**src/rtl/els_defines.svh**
```systemverilog
// constants for the exception and low-power sequencer
`ifndef ELS_DEFINES_SVH
`define ELS_DEFINES_SVH
`define ELS_ADDR_BWS 5'h00
`define ELS_ADDR_RSR 5'h04
`define ELS_ADDR_BFC 5'h08
`define ELS_ADDR_CFG 5'h0C
`define ELS_ADDR_BRX 5'h10
`define ELS_BIT_BW 1
`define ELS_BIT_BREAK_FLAG_CLEAR_ENABLE 7
`define ELS_BIT_SHORT_RECOVERY_BIT 0
`define ELS_BIT_WDD 1
`define ELS_REC_LONG 12'hFFF
`define ELS_REC_SHORT 12'h01F
`define ELS_NIRQ 8
`define ELS_RSR_POR 6'h01
`endif

```
**src/rtl/els_pkg.sv**
```systemverilog
// types for the exception and low-power sequencer
package els_pkg;
  typedef enum logic [2:0] {
    ELS_RUN, ELS_ENTRY, ELS_WAIT, ELS_STOP, ELS_RECOVER
  } els_state_t;
  typedef struct packed {
    logic [7:0] req;
    logic [7:0] en;
  } els_irq_t;
  typedef struct packed {
    logic [11:0] cnt;
    logic running;
    logic done;
  } els_rec_t;
endpackage

```
**src/rtl/els_arbiter.sv**
```systemverilog
// fixed priority arbiter, bit 0 highest
`timescale 1ns/10ps
`include "els_defines.svh"
module els_arbiter (
  input wire logic [7:0] pend_in,
  output logic hit_out,
  output logic [2:0] idx_out
);
  always_comb begin
    hit_out = |pend_in;
    idx_out = 3'h0;
    for (int i = `ELS_NIRQ - 1; i >= 0; i--) begin
      if (pend_in[i]) begin
        idx_out = i[2:0];
      end
    end
  end
endmodule

```
**src/rtl/els_recovery.sv**
```systemverilog
// stop recovery counter, cleared during stop
`timescale 1ns/10ps
`include "els_defines.svh"
module els_recovery (
  input wire logic mclk_in,
  input wire logic resetn_in,
  input wire logic hold_in,
  input wire logic start_in,
  input wire logic short_in,
  output els_pkg::els_rec_t rec_out
);
  els_pkg::els_rec_t st, next_st;
  always_comb begin
    next_st = st;
    next_st.done = 1'b0;
    if (hold_in) begin
      next_st.cnt = 12'h000;
      next_st.running = 1'b0;
    end else if (start_in) begin
      next_st.cnt = 12'h000;
      next_st.running = 1'b1;
    end else if (st.running) begin
      if (st.cnt == (short_in ? `ELS_REC_SHORT : `ELS_REC_LONG)) begin
        next_st.running = 1'b0;
        next_st.done = 1'b1;
      end else begin
        next_st.cnt = st.cnt + 12'h001;
      end
    end else begin
      next_st.cnt = st.cnt + 12'h001;
    end
  end
  always_ff @(posedge mclk_in or negedge resetn_in) begin
    if (!resetn_in) begin
      st <= '0;
    end else begin
      st <= next_st;
    end
  end
  assign rec_out = st;
endmodule

```
**src/rtl/els_sequencer.sv**
```systemverilog
// exception arbitration and low-power sequencing with apb registers
`timescale 1ns/10ps
`include "els_defines.svh"
module els_sequencer (
  input wire logic mclk_in,
  input wire logic resetn_in,
  input wire logic psel_in,
  input wire logic penable_in,
  input wire logic pwrite_in,
  input wire logic [4:0] paddr_in,
  input wire logic [31:0] pwdata_in,
  output logic [31:0] prdata_out,
  output logic pready_out,
  output logic pslverr_out,
  input wire els_pkg::els_irq_t irq_in,
  input wire logic insn_done_in,
  input wire logic imask_in,
  input wire logic swi_in,
  input wire logic wait_insn_in,
  input wire logic stop_insn_in,
  input wire logic break_in,
  input wire logic [5:0] reset_cause_in,
  input wire logic por_in,
  input wire logic [1:0] step1_in,
  input wire logic [1:0] step2_in,
  output logic take_int_out,
  output logic [3:0] vector_out,
  output logic pc_minus1_out,
  output logic stack_h_out,
  output logic clr_imask_out,
  output logic cpu_clk_en_out,
  output logic periph_clk_en_out,
  output logic sys_clk_en_out,
  output logic xtal_en_out,
  output logic watchdog_run_out,
  output logic break_active_out,
  output logic break_unit_en_out,
  output logic flag_clr_allow_out,
  output logic [1:0] flag_clr_out
);
  typedef struct packed {
    els_pkg::els_state_t state;
    logic bw;
    logic [5:0] rsr;
    logic break_flag_clear_enable;
    logic short_recovery_bit;
    logic wdd;
    logic in_break;
    logic take;
    logic [3:0] vec;
    logic pcm1;
    logic [1:0] armed;
    logic [1:0] clr;
    logic [31:0] rdata;
  } els_state_struct_t;
  els_state_struct_t s, next_s;
  els_pkg::els_rec_t rec;
  logic [7:0] pend;
  logic hit;
  logic [2:0] idx;
  logic acc, wr, rd, mapped, setup_rd;
  // enabled requests, mask already cleared in low power
  assign pend = irq_in.req & irq_in.en &
                {8{~imask_in | (s.state != els_pkg::ELS_RUN)}};
  els_arbiter u_arb (
    .pend_in(pend),
    .hit_out(hit),
    .idx_out(idx)
  );
  els_recovery u_rec (
    .mclk_in(mclk_in),
    .resetn_in(resetn_in),
    .hold_in(next_s.state == els_pkg::ELS_STOP),
    .start_in(next_s.state == els_pkg::ELS_RECOVER &&
              s.state == els_pkg::ELS_STOP),
    .short_in(s.short_recovery_bit),
    .rec_out(rec)
  );
  function automatic logic hit_addr(input logic [4:0] a,
    input logic [4:0] b);
    hit_addr = (a == b);
  endfunction
  assign acc = psel_in & penable_in;
  assign wr = acc & pwrite_in;
  assign rd = acc & ~pwrite_in;
  assign setup_rd = psel_in & ~penable_in & ~pwrite_in;
  assign mapped = hit_addr(paddr_in, `ELS_ADDR_BWS) |
                  hit_addr(paddr_in, `ELS_ADDR_RSR) |
                  hit_addr(paddr_in, `ELS_ADDR_BFC) |
                  hit_addr(paddr_in, `ELS_ADDR_CFG) |
                  (hit_addr(paddr_in, `ELS_ADDR_BRX) & s.in_break);
  always_comb begin
    next_s = s;
    next_s.take = 1'b0;
    next_s.clr = 2'b00;
    // latch the cause on any reset
    if (|reset_cause_in) begin
      next_s.rsr = reset_cause_in;
    end
    // power-on leaves only its own flag
    if (por_in) begin
      next_s.rsr = `ELS_RSR_POR;
    end
    unique case (s.state)
      els_pkg::ELS_RUN: begin
        if (insn_done_in) begin
          if (break_in) begin
            next_s.take = 1'b1;
            next_s.vec = 4'hF;
            next_s.pcm1 = 1'b0;
            next_s.in_break = 1'b1;
          end else if (swi_in) begin
            next_s.take = 1'b1;
            next_s.vec = 4'hF;
            next_s.pcm1 = 1'b0;
          end else if (hit) begin
            next_s.take = 1'b1;
            next_s.vec = {1'b0, idx};
            next_s.pcm1 = 1'b1;
          end else if (stop_insn_in) begin
            next_s.state = els_pkg::ELS_STOP;
          end else if (wait_insn_in) begin
            next_s.state = els_pkg::ELS_WAIT;
          end
        end
      end
      els_pkg::ELS_WAIT: begin
        if (break_in) begin
          next_s.bw = 1'b1;
          next_s.take = 1'b1;
          next_s.vec = 4'hF;
          next_s.pcm1 = 1'b0;
          next_s.in_break = 1'b1;
          next_s.state = els_pkg::ELS_RUN;
        end else if (|(irq_in.req & irq_in.en)) begin
          next_s.take = 1'b1;
          next_s.vec = {1'b0, idx};
          next_s.pcm1 = 1'b1;
          next_s.state = els_pkg::ELS_RUN;
        end
      end
      els_pkg::ELS_STOP: begin
        if (|(irq_in.req & irq_in.en) || break_in) begin
          next_s.state = els_pkg::ELS_RECOVER;
          next_s.in_break = break_in;
        end
      end
      els_pkg::ELS_RECOVER: begin
        if (rec.done) begin
          next_s.take = 1'b1;
          next_s.vec = s.in_break ? 4'hF : {1'b0, idx};
          next_s.pcm1 = ~s.in_break;
          next_s.state = els_pkg::ELS_RUN;
        end
      end
      default: begin
        next_s.state = els_pkg::ELS_RUN;
      end
    endcase
    next_s.armed = s.armed | step1_in;
    if (!s.in_break || s.break_flag_clear_enable) begin
      next_s.clr = s.armed & step2_in;
      next_s.armed = (s.armed | step1_in) & ~(s.armed & step2_in);
    end
    if (wr) begin
      if (hit_addr(paddr_in, `ELS_ADDR_BWS) &&
          !pwdata_in[`ELS_BIT_BW] && !(s.state == els_pkg::ELS_WAIT &&
          break_in)) begin
        next_s.bw = 1'b0;
      end
      if (hit_addr(paddr_in, `ELS_ADDR_BFC)) begin
        next_s.break_flag_clear_enable = pwdata_in[`ELS_BIT_BREAK_FLAG_CLEAR_ENABLE];
        if (!pwdata_in[`ELS_BIT_BREAK_FLAG_CLEAR_ENABLE] && s.in_break) begin
          next_s.in_break = s.in_break;
        end
      end
      if (hit_addr(paddr_in, `ELS_ADDR_CFG)) begin
        next_s.short_recovery_bit = pwdata_in[`ELS_BIT_SHORT_RECOVERY_BIT];
        next_s.wdd = pwdata_in[`ELS_BIT_WDD];
      end
      if (hit_addr(paddr_in, `ELS_ADDR_BRX) && s.in_break) begin
        next_s.in_break = 1'b0;
      end
    end
    next_s.rdata = 32'h0000_0000;
    // read data registered in the setup cycle
    if (setup_rd) begin
      if (hit_addr(paddr_in, `ELS_ADDR_BWS)) begin
        next_s.rdata[`ELS_BIT_BW] = s.bw;
      end
      if (hit_addr(paddr_in, `ELS_ADDR_RSR)) begin
        next_s.rdata[5:0] = s.rsr;
      end
      if (hit_addr(paddr_in, `ELS_ADDR_BFC)) begin
        next_s.rdata[`ELS_BIT_BREAK_FLAG_CLEAR_ENABLE] = s.break_flag_clear_enable;
      end
      if (hit_addr(paddr_in, `ELS_ADDR_CFG)) begin
        next_s.rdata[`ELS_BIT_SHORT_RECOVERY_BIT] = s.short_recovery_bit;
        next_s.rdata[`ELS_BIT_WDD] = s.wdd;
      end
    end
    if (rd && hit_addr(paddr_in, `ELS_ADDR_RSR)) begin
      next_s.rsr = 6'h00;
    end
  end
  always_ff @(posedge mclk_in or negedge resetn_in) begin
    if (!resetn_in) begin
      s <= '0;
      s.rsr <= `ELS_RSR_POR;
    end else begin
      s <= next_s;
    end
  end
  assign prdata_out = s.rdata;
  assign pready_out = 1'b1;
  assign pslverr_out = acc & ~mapped;
  assign take_int_out = s.take;
  assign vector_out = s.vec;
  assign pc_minus1_out = s.pcm1;
  // index high byte is never stacked
  assign stack_h_out = 1'b0;
  assign clr_imask_out = s.state == els_pkg::ELS_WAIT ||
                         s.state == els_pkg::ELS_STOP;
  // cpu halted, peripherals run in wait
  assign cpu_clk_en_out = s.state == els_pkg::ELS_RUN;
  assign periph_clk_en_out = s.state == els_pkg::ELS_RUN ||
                             s.state == els_pkg::ELS_WAIT;
  // system and crystal clocks off in stop
  assign sys_clk_en_out = s.state != els_pkg::ELS_STOP &&
                          s.state != els_pkg::ELS_RECOVER;
  assign xtal_en_out = s.state != els_pkg::ELS_STOP;
  // watchdog runs in wait unless disabled
  assign watchdog_run_out = (s.state == els_pkg::ELS_RUN) ||
                            (s.state == els_pkg::ELS_WAIT && !s.wdd);
  assign break_active_out = s.in_break;
  // break unit idle in stop, contents kept
  assign break_unit_en_out = s.state != els_pkg::ELS_STOP;
  assign flag_clr_allow_out = !s.in_break || s.break_flag_clear_enable;
  assign flag_clr_out = s.clr;

  property p_wait_wake;
    @(posedge mclk_in) disable iff (!resetn_in)
      (s.state == els_pkg::ELS_WAIT && !break_in &&
       |(irq_in.req & irq_in.en)) |=> take_int_out && cpu_clk_en_out;
  endproperty
  a_wait_wake: assert property (p_wait_wake)
    else $error("wait wake did not stack next cycle");
  property p_bw_set;
    @(posedge mclk_in) disable iff (!resetn_in)
      (s.state == els_pkg::ELS_WAIT && break_in) |=> s.bw;
  endproperty
  a_bw_set: assert property (p_bw_set)
    else $error("break in wait did not set flag");
  property p_no_mid;
    @(posedge mclk_in) disable iff (!resetn_in)
      (s.state == els_pkg::ELS_RUN && !insn_done_in) |=> !take_int_out;
  endproperty
  a_no_mid: assert property (p_no_mid)
    else $error("interrupt taken mid instruction");
  property p_swi;
    @(posedge mclk_in) disable iff (!resetn_in)
      (s.state == els_pkg::ELS_RUN && insn_done_in && swi_in) |=>
        take_int_out && vector_out == 4'hF && !pc_minus1_out;
  endproperty
  a_swi: assert property (p_swi)
    else $error("software interrupt not taken");
  property p_short;
    @(posedge mclk_in) disable iff (!resetn_in)
      (s.state == els_pkg::ELS_STOP && next_s.state ==
       els_pkg::ELS_RECOVER && s.short_recovery_bit) |=> ##[30:34] take_int_out;
  endproperty
  a_short: assert property (p_short)
    else $error("short recovery length wrong");
  property p_rsr_clr;
    @(posedge mclk_in) disable iff (!resetn_in)
      (rd && paddr_in == `ELS_ADDR_RSR && !por_in &&
       reset_cause_in == 6'h00) |=> s.rsr == 6'h00;
  endproperty
  a_rsr_clr: assert property (p_rsr_clr)
    else $error("reset source not cleared on read");
  property p_prot;
    @(posedge mclk_in) disable iff (!resetn_in)
      (s.in_break && !s.break_flag_clear_enable) |=> flag_clr_out == 2'b00;
  endproperty
  a_prot: assert property (p_prot)
    else $error("flag cleared while protected");
  property p_stop_clk;
    @(posedge mclk_in) disable iff (!resetn_in)
      (s.state == els_pkg::ELS_STOP) |-> !sys_clk_en_out && !xtal_en_out
        && rec.cnt == 12'h000;
  endproperty
  a_stop_clk: assert property (p_stop_clk)
    else $error("clocks or counter active in stop");
  property p_run_break;
    @(posedge mclk_in) disable iff (!resetn_in)
      (s.state == els_pkg::ELS_RUN && insn_done_in && break_in) |=>
        take_int_out && vector_out == 4'hF && break_active_out;
  endproperty
  a_run_break: assert property (p_run_break)
    else $error("break did not force software vector");
  property p_por_only;
    @(posedge mclk_in) disable iff (!resetn_in)
      (por_in && !rd) |=> s.rsr == `ELS_RSR_POR;
  endproperty
  a_por_only: assert property (p_por_only)
    else $error("power-on did not leave only its flag");
  property p_free;
    @(posedge mclk_in) disable iff (!resetn_in)
      (s.in_break && s.break_flag_clear_enable && |(s.armed & step2_in)) |=>
        flag_clr_out != 2'b00;
  endproperty
  a_free: assert property (p_free)
    else $error("flag clear blocked with enable set");
  property p_wait_clk;
    @(posedge mclk_in) disable iff (!resetn_in)
      (s.state == els_pkg::ELS_WAIT) |-> !cpu_clk_en_out &&
        periph_clk_en_out && clr_imask_out;
  endproperty
  a_wait_clk: assert property (p_wait_clk)
    else $error("wrong clock enables in wait");
endmodule

```
**config.mk**
```make
export PLATFORM = sky130hd
export DESIGN_NAME = els_sequencer
export DESIGN_NICKNAME = d
export VERILOG_FILES = /design/src/rtl/els_pkg.sv /design/src/rtl/els_arbiter.sv /design/src/rtl/els_recovery.sv /design/src/rtl/els_sequencer.sv
export VERILOG_INCLUDE_DIRS = /design/src /design/src/rtl
export SDC_FILE = /design/constraint.sdc
export NUM_CORES = 1
export LEC_CHECK = 0
export CORE_MARGIN = 4
export CORE_UTILIZATION = 40
export DETAILED_ROUTE_END_ITERATION = 8
export DONT_BUFFER_PORTS = 1
export PLACE_DENSITY = 0.61
export SETUP_SLACK_MARGIN = 0.05
export SYNTH_ARGS = -nofsm -noshare
export SYNTH_HDL_FRONTEND = slang
export SYNTH_SLANG_ARGS = --single-unit
```
**constraint.sdc**
```tcl
create_clock -name mclk_in -period 3.6 [get_ports mclk_in]
set_input_delay 0.18 -clock mclk_in [delete_from_list [all_inputs] [get_ports mclk_in]]
set_output_delay 0.18 -clock mclk_in [all_outputs]
set_load 0.02 [all_outputs]
```
# Word level (Yosys, flattened, before mapping)

Index checks and enable logic that the tools add are counted.

Register bits after elaboration: 45
Input port bits: 75

Add/sub/neg operators: 1
Equality and inequality tests: 18
Muxes and demuxes: 58
Bitwise operators: 23
Reductions and logical operators: 30

Operators with widths:

| kind                                                  | count |
|---|---|
| 2-to-1 mux 6 bit                                      | 11 |
| 2-to-1 mux 3 bit                                      | 18 |
| 2-to-1 mux 12 bit                                     | 3 |
| 2-to-1 mux 13 bit                                     | 2 |
| one-hot mux 6 bit (3 select lines)                    | 1 |
| bitwise AND 8 bit                                     | 2 |
| OR reduction 8 bit                                    | 2 |
| 2-to-1 mux 1 bit                                      | 15 |
| adder 12 x 1 -> 12 bit, second input constant         | 1 |
| == test 12 bit                                        | 1 |
| one-hot mux 3 bit (4 select lines)                    | 1 |
| == test 5 x 4 -> 1 bit, second input constant         | 2 |
| == test 3 x 2 -> 1 bit, second input constant         | 3 |
| logical AND 1 bit                                     | 9 |
| nonzero test 3 bit                                    | 3 |
| 2-to-1 mux 4 bit                                      | 2 |
| inequality test 4 x 3 -> 1 bit, second input constant | 2 |
| bitwise AND 1 bit                                     | 7 |
| 2-to-1 mux 7 bit                                      | 1 |
| == test 3 bit, second input constant                  | 2 |
| 2-to-1 mux 2 bit                                      | 3 |
| inequality test 3 bit, second input constant          | 2 |
| OR reduction 6 bit                                    | 1 |
| == test 5 x 3 -> 1 bit, second input constant         | 1 |
| other kinds (17)                                      | 35 |

# Longest topological paths before layout

Depth in word-level cells: 20
Depth in mapped cells: 7
Mapped depth without buffers: 6

# Cells and area by module

Synthesis repeated with hierarchy kept, for this count alone.

Cells, all modules: 294
Area, all modules: 2748.9 um^2

Modules (own cells, without submodules):

| module        | times used | cells an instance | area each (um^2) |
|---|---|---|---|
| els_sequencer | 1          | 202               | 1894.3 |
| els_recovery  | 1          | 79                | 773.2 |
| els_arbiter   | 1          | 13                | 81.3 |

# Worst setup path before layout

OpenSTA, ideal clock, no wires.

Kind: register -> register
Start point: register u_rec.st, in the netlist u_rec.rec_out[2]
End point: register u_rec.st, in the netlist u_rec.rec_out[10]
Data arrival time: 1.801 ns
Path slack: 1.722 ns
Cell stages (with the launch flop): 8
Cell sequence: dfrtp_1 ha_1 and2_0 and3_1 o211a_1 buf_2 or3_1 a21oi_1

Cells in the longest elaborated chain, start to end: 5

Ends and longest elaborated chain:

| item                   | RTL line                               | RTL |
|---|---|---|
| start, declared        | els_recovery.sv:12                     | `els_pkg::els_rec_t st, next_st;` |
| start signal, assigned | els_recovery.sv:37                     | `st <= next_st;` |
| adder 12 x 1 -> 12 bit | els_recovery.sv:27, els_recovery.sv:30 |  |
| 2-to-1 mux 12 bit      | els_recovery.sv:23                     | `` if (st.cnt == (short_in ? `ELS_REC_SHORT : `ELS_REC_LONG)) begin `` |
| 2-to-1 mux 12 bit      | els_recovery.sv:22                     | `end else if (st.running) begin` |
| 2-to-1 mux 13 bit      | els_recovery.sv:19                     | `end else if (start_in) begin` |
| 2-to-1 mux 13 bit      | els_recovery.sv:16                     | `if (hold_in) begin` |

Several ways; a longest one is shown, not always the timed one. The select of a mux whose other input is x is not followed.
A chain may end at the register's enable or synchronous reset.

# Worst setup path in the final report

Start point: register s[55] (netlist name)
End point: register u_rec.st, in the netlist u_rec.rec_out[4]

Cells in the longest elaborated chain, start to end: 13

Ends and longest elaborated chain:

| item                               | RTL line             | RTL |
|---|---|---|
| start, declared                    | els_sequencer.sv:56  | `els_state_struct_t s, next_s;` |
| start signal, assigned             | els_sequencer.sv:211 | `s <= next_s;` |
| nonzero test 3 bit                 | els_sequencer.sv:64  | `{8{~imask_in \| (s.state != els_pkg::ELS_RUN)}};` |
| OR 1 bit                           | els_sequencer.sv:64  |  |
| bitwise AND 8 bit                  | els_sequencer.sv:63  | `assign pend = irq_in.req & irq_in.en &` |
| OR reduction 8 bit                 | els_arbiter.sv:10    | `hit_out = \|pend_in;` |
| 2-to-1 mux 3 bit                   | els_sequencer.sv:116 | `end else if (hit) begin` |
| 2-to-1 mux 3 bit                   | els_sequencer.sv:112 | `end else if (swi_in) begin` |
| 2-to-1 mux 3 bit                   | els_sequencer.sv:107 | `if (break_in) begin` |
| 2-to-1 mux 3 bit                   | els_sequencer.sv:106 | `if (insn_done_in) begin` |
| one-hot mux 3 bit (4 select lines) | els_sequencer.sv:104 | `unique case (s.state)` |
| == test 3 bit                      | els_sequencer.sv:74  | `.start_in(next_s.state == els_pkg::ELS_RECOVER &&` |
| logical AND 1 bit                  | els_sequencer.sv:74  |  |
| 2-to-1 mux 13 bit                  | els_recovery.sv:19   |  |
| 2-to-1 mux 13 bit                  | els_recovery.sv:16   |  |

Several ways; a longest one is shown, not always the timed one.

==> flow_summary.yaml <==
drt:
  vias: 1922
  wl_met1_um: 2325
  vias_per_cell: 5.476
  firstDrtPassIters: 4
  drc_errors: 0
  top_layer_used: "met4"
  wire_per_inst_um: 15.45
  ant_nets: 0
  route.met3.wl_um: 435
  drt_iter0_drc: 117
  wl_met2_um: 2575
  drt_wl_total_um: 5423
synthesis:
  yosys_warnings: 0
  synth_seq_area_share: 0.4266
  async_flop_share: 1.000
  synth_area_mm2: 0.002643
  synth_commonest_cells: "dfrtp_1 (44), buf_4 (41), nor2_1 (23)"
  yosysMostFrequentCell: "dfrtp_1"
  synth-seq-cells: 45
  netlist_instances: 283
  ys_types: 56
  postSynthAreaPerCell_um2: 9.338
  synth_top_area_share: 0.4167
  synth_enable_flop_cells: 0
  synth_top_cell_by_area: "dfrtp_1"
  synth.area.top_cells: "dfrtp_1 (42%), buf_4 (12%), nor2_1 (3.3%)"
  synthFlopType: "dfrtp_1"
sta:
  setup_tns_ps: 0
  setup_violations: 0
  rsz0062_at_grt: "no"
  fin_crit_sh: 0.6238
  tightestPinTransition_ps: 789.8
  skew_ps: 7.717
  max_freq_ghz: 0.4453
  fin_ws_ps: 1354
  finalMaxSlewViolations: 0
  hold_viol: 0
  min_period_ps: 2246
  slew-limit-headroom: 0.4686
global_route:
  grt.total_usage: 0.1426
  grt_pass1_wl_um: 8776
  grt_max_degree: 46
  grt_pass1_vias: 1829
  overflow: 0
  antenna_found_initial: 0
cts:
  cts_sinks: 45
  cts_tree: "yes"
  root_buffer: "clkbuf_8"
  clkLatencyLatePin_ps: 300
  clockBufferDepth: 2
  numCtsBuffers: 5
  clk_pin_slew_ps: 90
  htree_levels: 2
worst_setup_path:
  crit_path_start_kind: "flop"
  worstPathRequired_ps: 3810
  cp_max_fo: 13
  reg2reg_setup_slack_ps: 1350
  rr_worst_depth: 5
  crit_end: "u_rec.rec_out[4]"
  path_common_cell: "nand2_1"
  cp_data_arrival_time_ps: 2450
  cp_slowest_cell: "dfrtp_1"
  cp-startpoint: "s[55]"
  r2r_start: "s[55]"
  r2r-end: "u_rec.rec_out[4]"
  cp_cell_sequence: "nand2b_1, inv_1, nand2_1, nand2_1, a211oi_1"
  cp_slowest_stage_delay_ps: 550
  critPathKind: "flop to flop"
  crit_path_end_kind: "flop"
power:
  power_density_mw_per_mm2: 572.9
  ir_drop_v: 0.0003069
  leakagePower_uw: 0.001196
placement:
  dp.cells: 337
  dp_slack_ps: 1352
  place_congestion: 0.8239
  dpl.hpwl_um: 4059
  io_buffers: 0
  placed_cell_area_mm2: 0.002495
die:
  start_util: 0.4138
  coreArea_mm2: 0.006386
  row_count: 29
  die_h_um: 89.28
  ios: 127
  die_area_mm2: 0.007971
  fp.dieW_um: 89.28
finish:
  nNetsFinal: 349
  antenna_cells: 0
  syn_to_final_growth_pct: 0.7575
  fin_area_mm2: 0.002663
  fin_util: 0.4169
  drive_gt1_frac: 0.07664
  fillCellCount: 646
  instances_no_fill: 351
hold_path:
  hp-class: "primary input to flop"
run:
  drv_cap: 0
status:
  outcome: "completed"
[worst min-delay path by stage]
stage	depth (start not counted)	from	endpoint	slack (ps)
6_report	2	step1_in[1]	s[35]	20
5_1_grt	1	reset_cause_in[1]	s[47]	4
4_1_cts	1	reset_cause_in[3]	s[49]	8
3_5_place_dp	0	resetn_in	vector_out[2]	-110
3_3_place_gp	0	resetn_in	vector_out[1]	-110
2_1_floorplan	0	resetn_in	break_active_out	-120
[what timing repair did]
item,CTS,global route
hold buffers,5,1
buffers inserted,0,0
endpoints found under the hold margin,48,1
resized for setup,0,0
[layout make-up]
type | instances | area (µm²) | area share
Sequential cell | 45 | 1127 | 0.4234
Tap cell | 77 | 96.34 | 0.03618
Clock inverter | 3 | 21.27 | 0.007989
Clock buffer | 5 | 68.82 | 0.02585
Inverter | 9 | 33.78 | 0.01269
Timing Repair Buffer | 6 | 77.57 | 0.02914
Multi-Input combinational cell | 206 | 1237 | 0.4648
[through the flow]
step / total power [µW] / hold slack, ps
2_1_floorplan: 1175 / -115.6
3_3_place_gp: 1192 / -114.6
3_5_place_dp: 1203 / -114.8
4_1_cts: 1542 / 7.901
5_1_grt: 1644 / 4.475
6_report: 1526 / 19.94
[routing by layer]
| layer | up-vias | global-route usage |
|---|---|---|
| li1 | 934 | - |
| met1 | 913 | 0.1859 |
| met2 | 66 | 0.2271 |
| met3 | 9 | 0.04055 |
| met4 | 0 | 0.04871 |
| met5 | - | 0 |
[cell usage in the layout (no fill, tap or decap), types with 3 or more instances in the layout]
| master | synthesis | layout |
|---|---|---|
| a21oi_1 | 11 | 11 |
| a22o_1 | 5 | 5 |
| a22oi_1 | 3 | 3 |
| a31oi_1 | 3 | 3 |
| and2_1 | 5 | 5 |
| and3_1 | 9 | 9 |
| clkbuf_8 | 0 | 5 |
| conb_1 | 2 | 27 |
| dfrtp_1 | 44 | 44 |
| dlygate4sd3_1 | 0 | 5 |
| inv_1 | 9 | 9 |
| mux2_2 | 4 | 4 |
| mux2i_1 | 3 | 3 |
| nand2_1 | 19 | 19 |
| nand2b_1 | 6 | 6 |
| nand3_1 | 9 | 9 |
| nand4b_1 | 3 | 3 |
| nor2_1 | 23 | 23 |
| nor3_1 | 5 | 5 |
| nor4_1 | 4 | 4 |
| o211ai_1 | 4 | 4 |
| o21ai_0 | 13 | 13 |
| o41ai_1 | 3 | 3 |
| or3_1 | 6 | 6 |
[report_power, final]
part           switching (µW)  internal (µW)  total (µW)
combinational             258            173         431
clock                     179            138         316
sequential                160            619         778
[worst max-delay path, delay by kind of cell, from the launching register on]
kind / cells / cell delay [ps]
buffers and inverters: 1 / 200
AO/OA/AOI/OAI: 1 / 320
flip-flops: 1 / 550
AND/OR/NAND/NOR: 3 / 1080
[logic make-up (layout without fill, tap and decap cells)]
logic type | after synthesis | after routing | synth area share
fa+ha+maj | 1 | 1 | 0.004734
buf+inv | 57 | 23 | 0.1406
simple gates | 106 | 106 | 0.2211
mux | 8 | 8 | 0.03409
compound gates | 63 | 63 | 0.1667
xor+xnor | 1 | 1 | 0.003315
other cells | 2 | 27 | 0.002842
flops | 45 | 45 | 0.4266
[flip-flops by register name, indices dropped and copies added, names as in the netlist]
| name | cells |
|---|---|
| take_int_out | 1 |
| u_rec.rec_out | 14 |
| pc_minus1_out | 1 |
| vector_out | 4 |
| flag_clr_out | 2 |
| break_active_out | 1 |
| s | 15 |
| prdata_out | 7 |
Note: power is estimated with default switching activity, not from simulation.
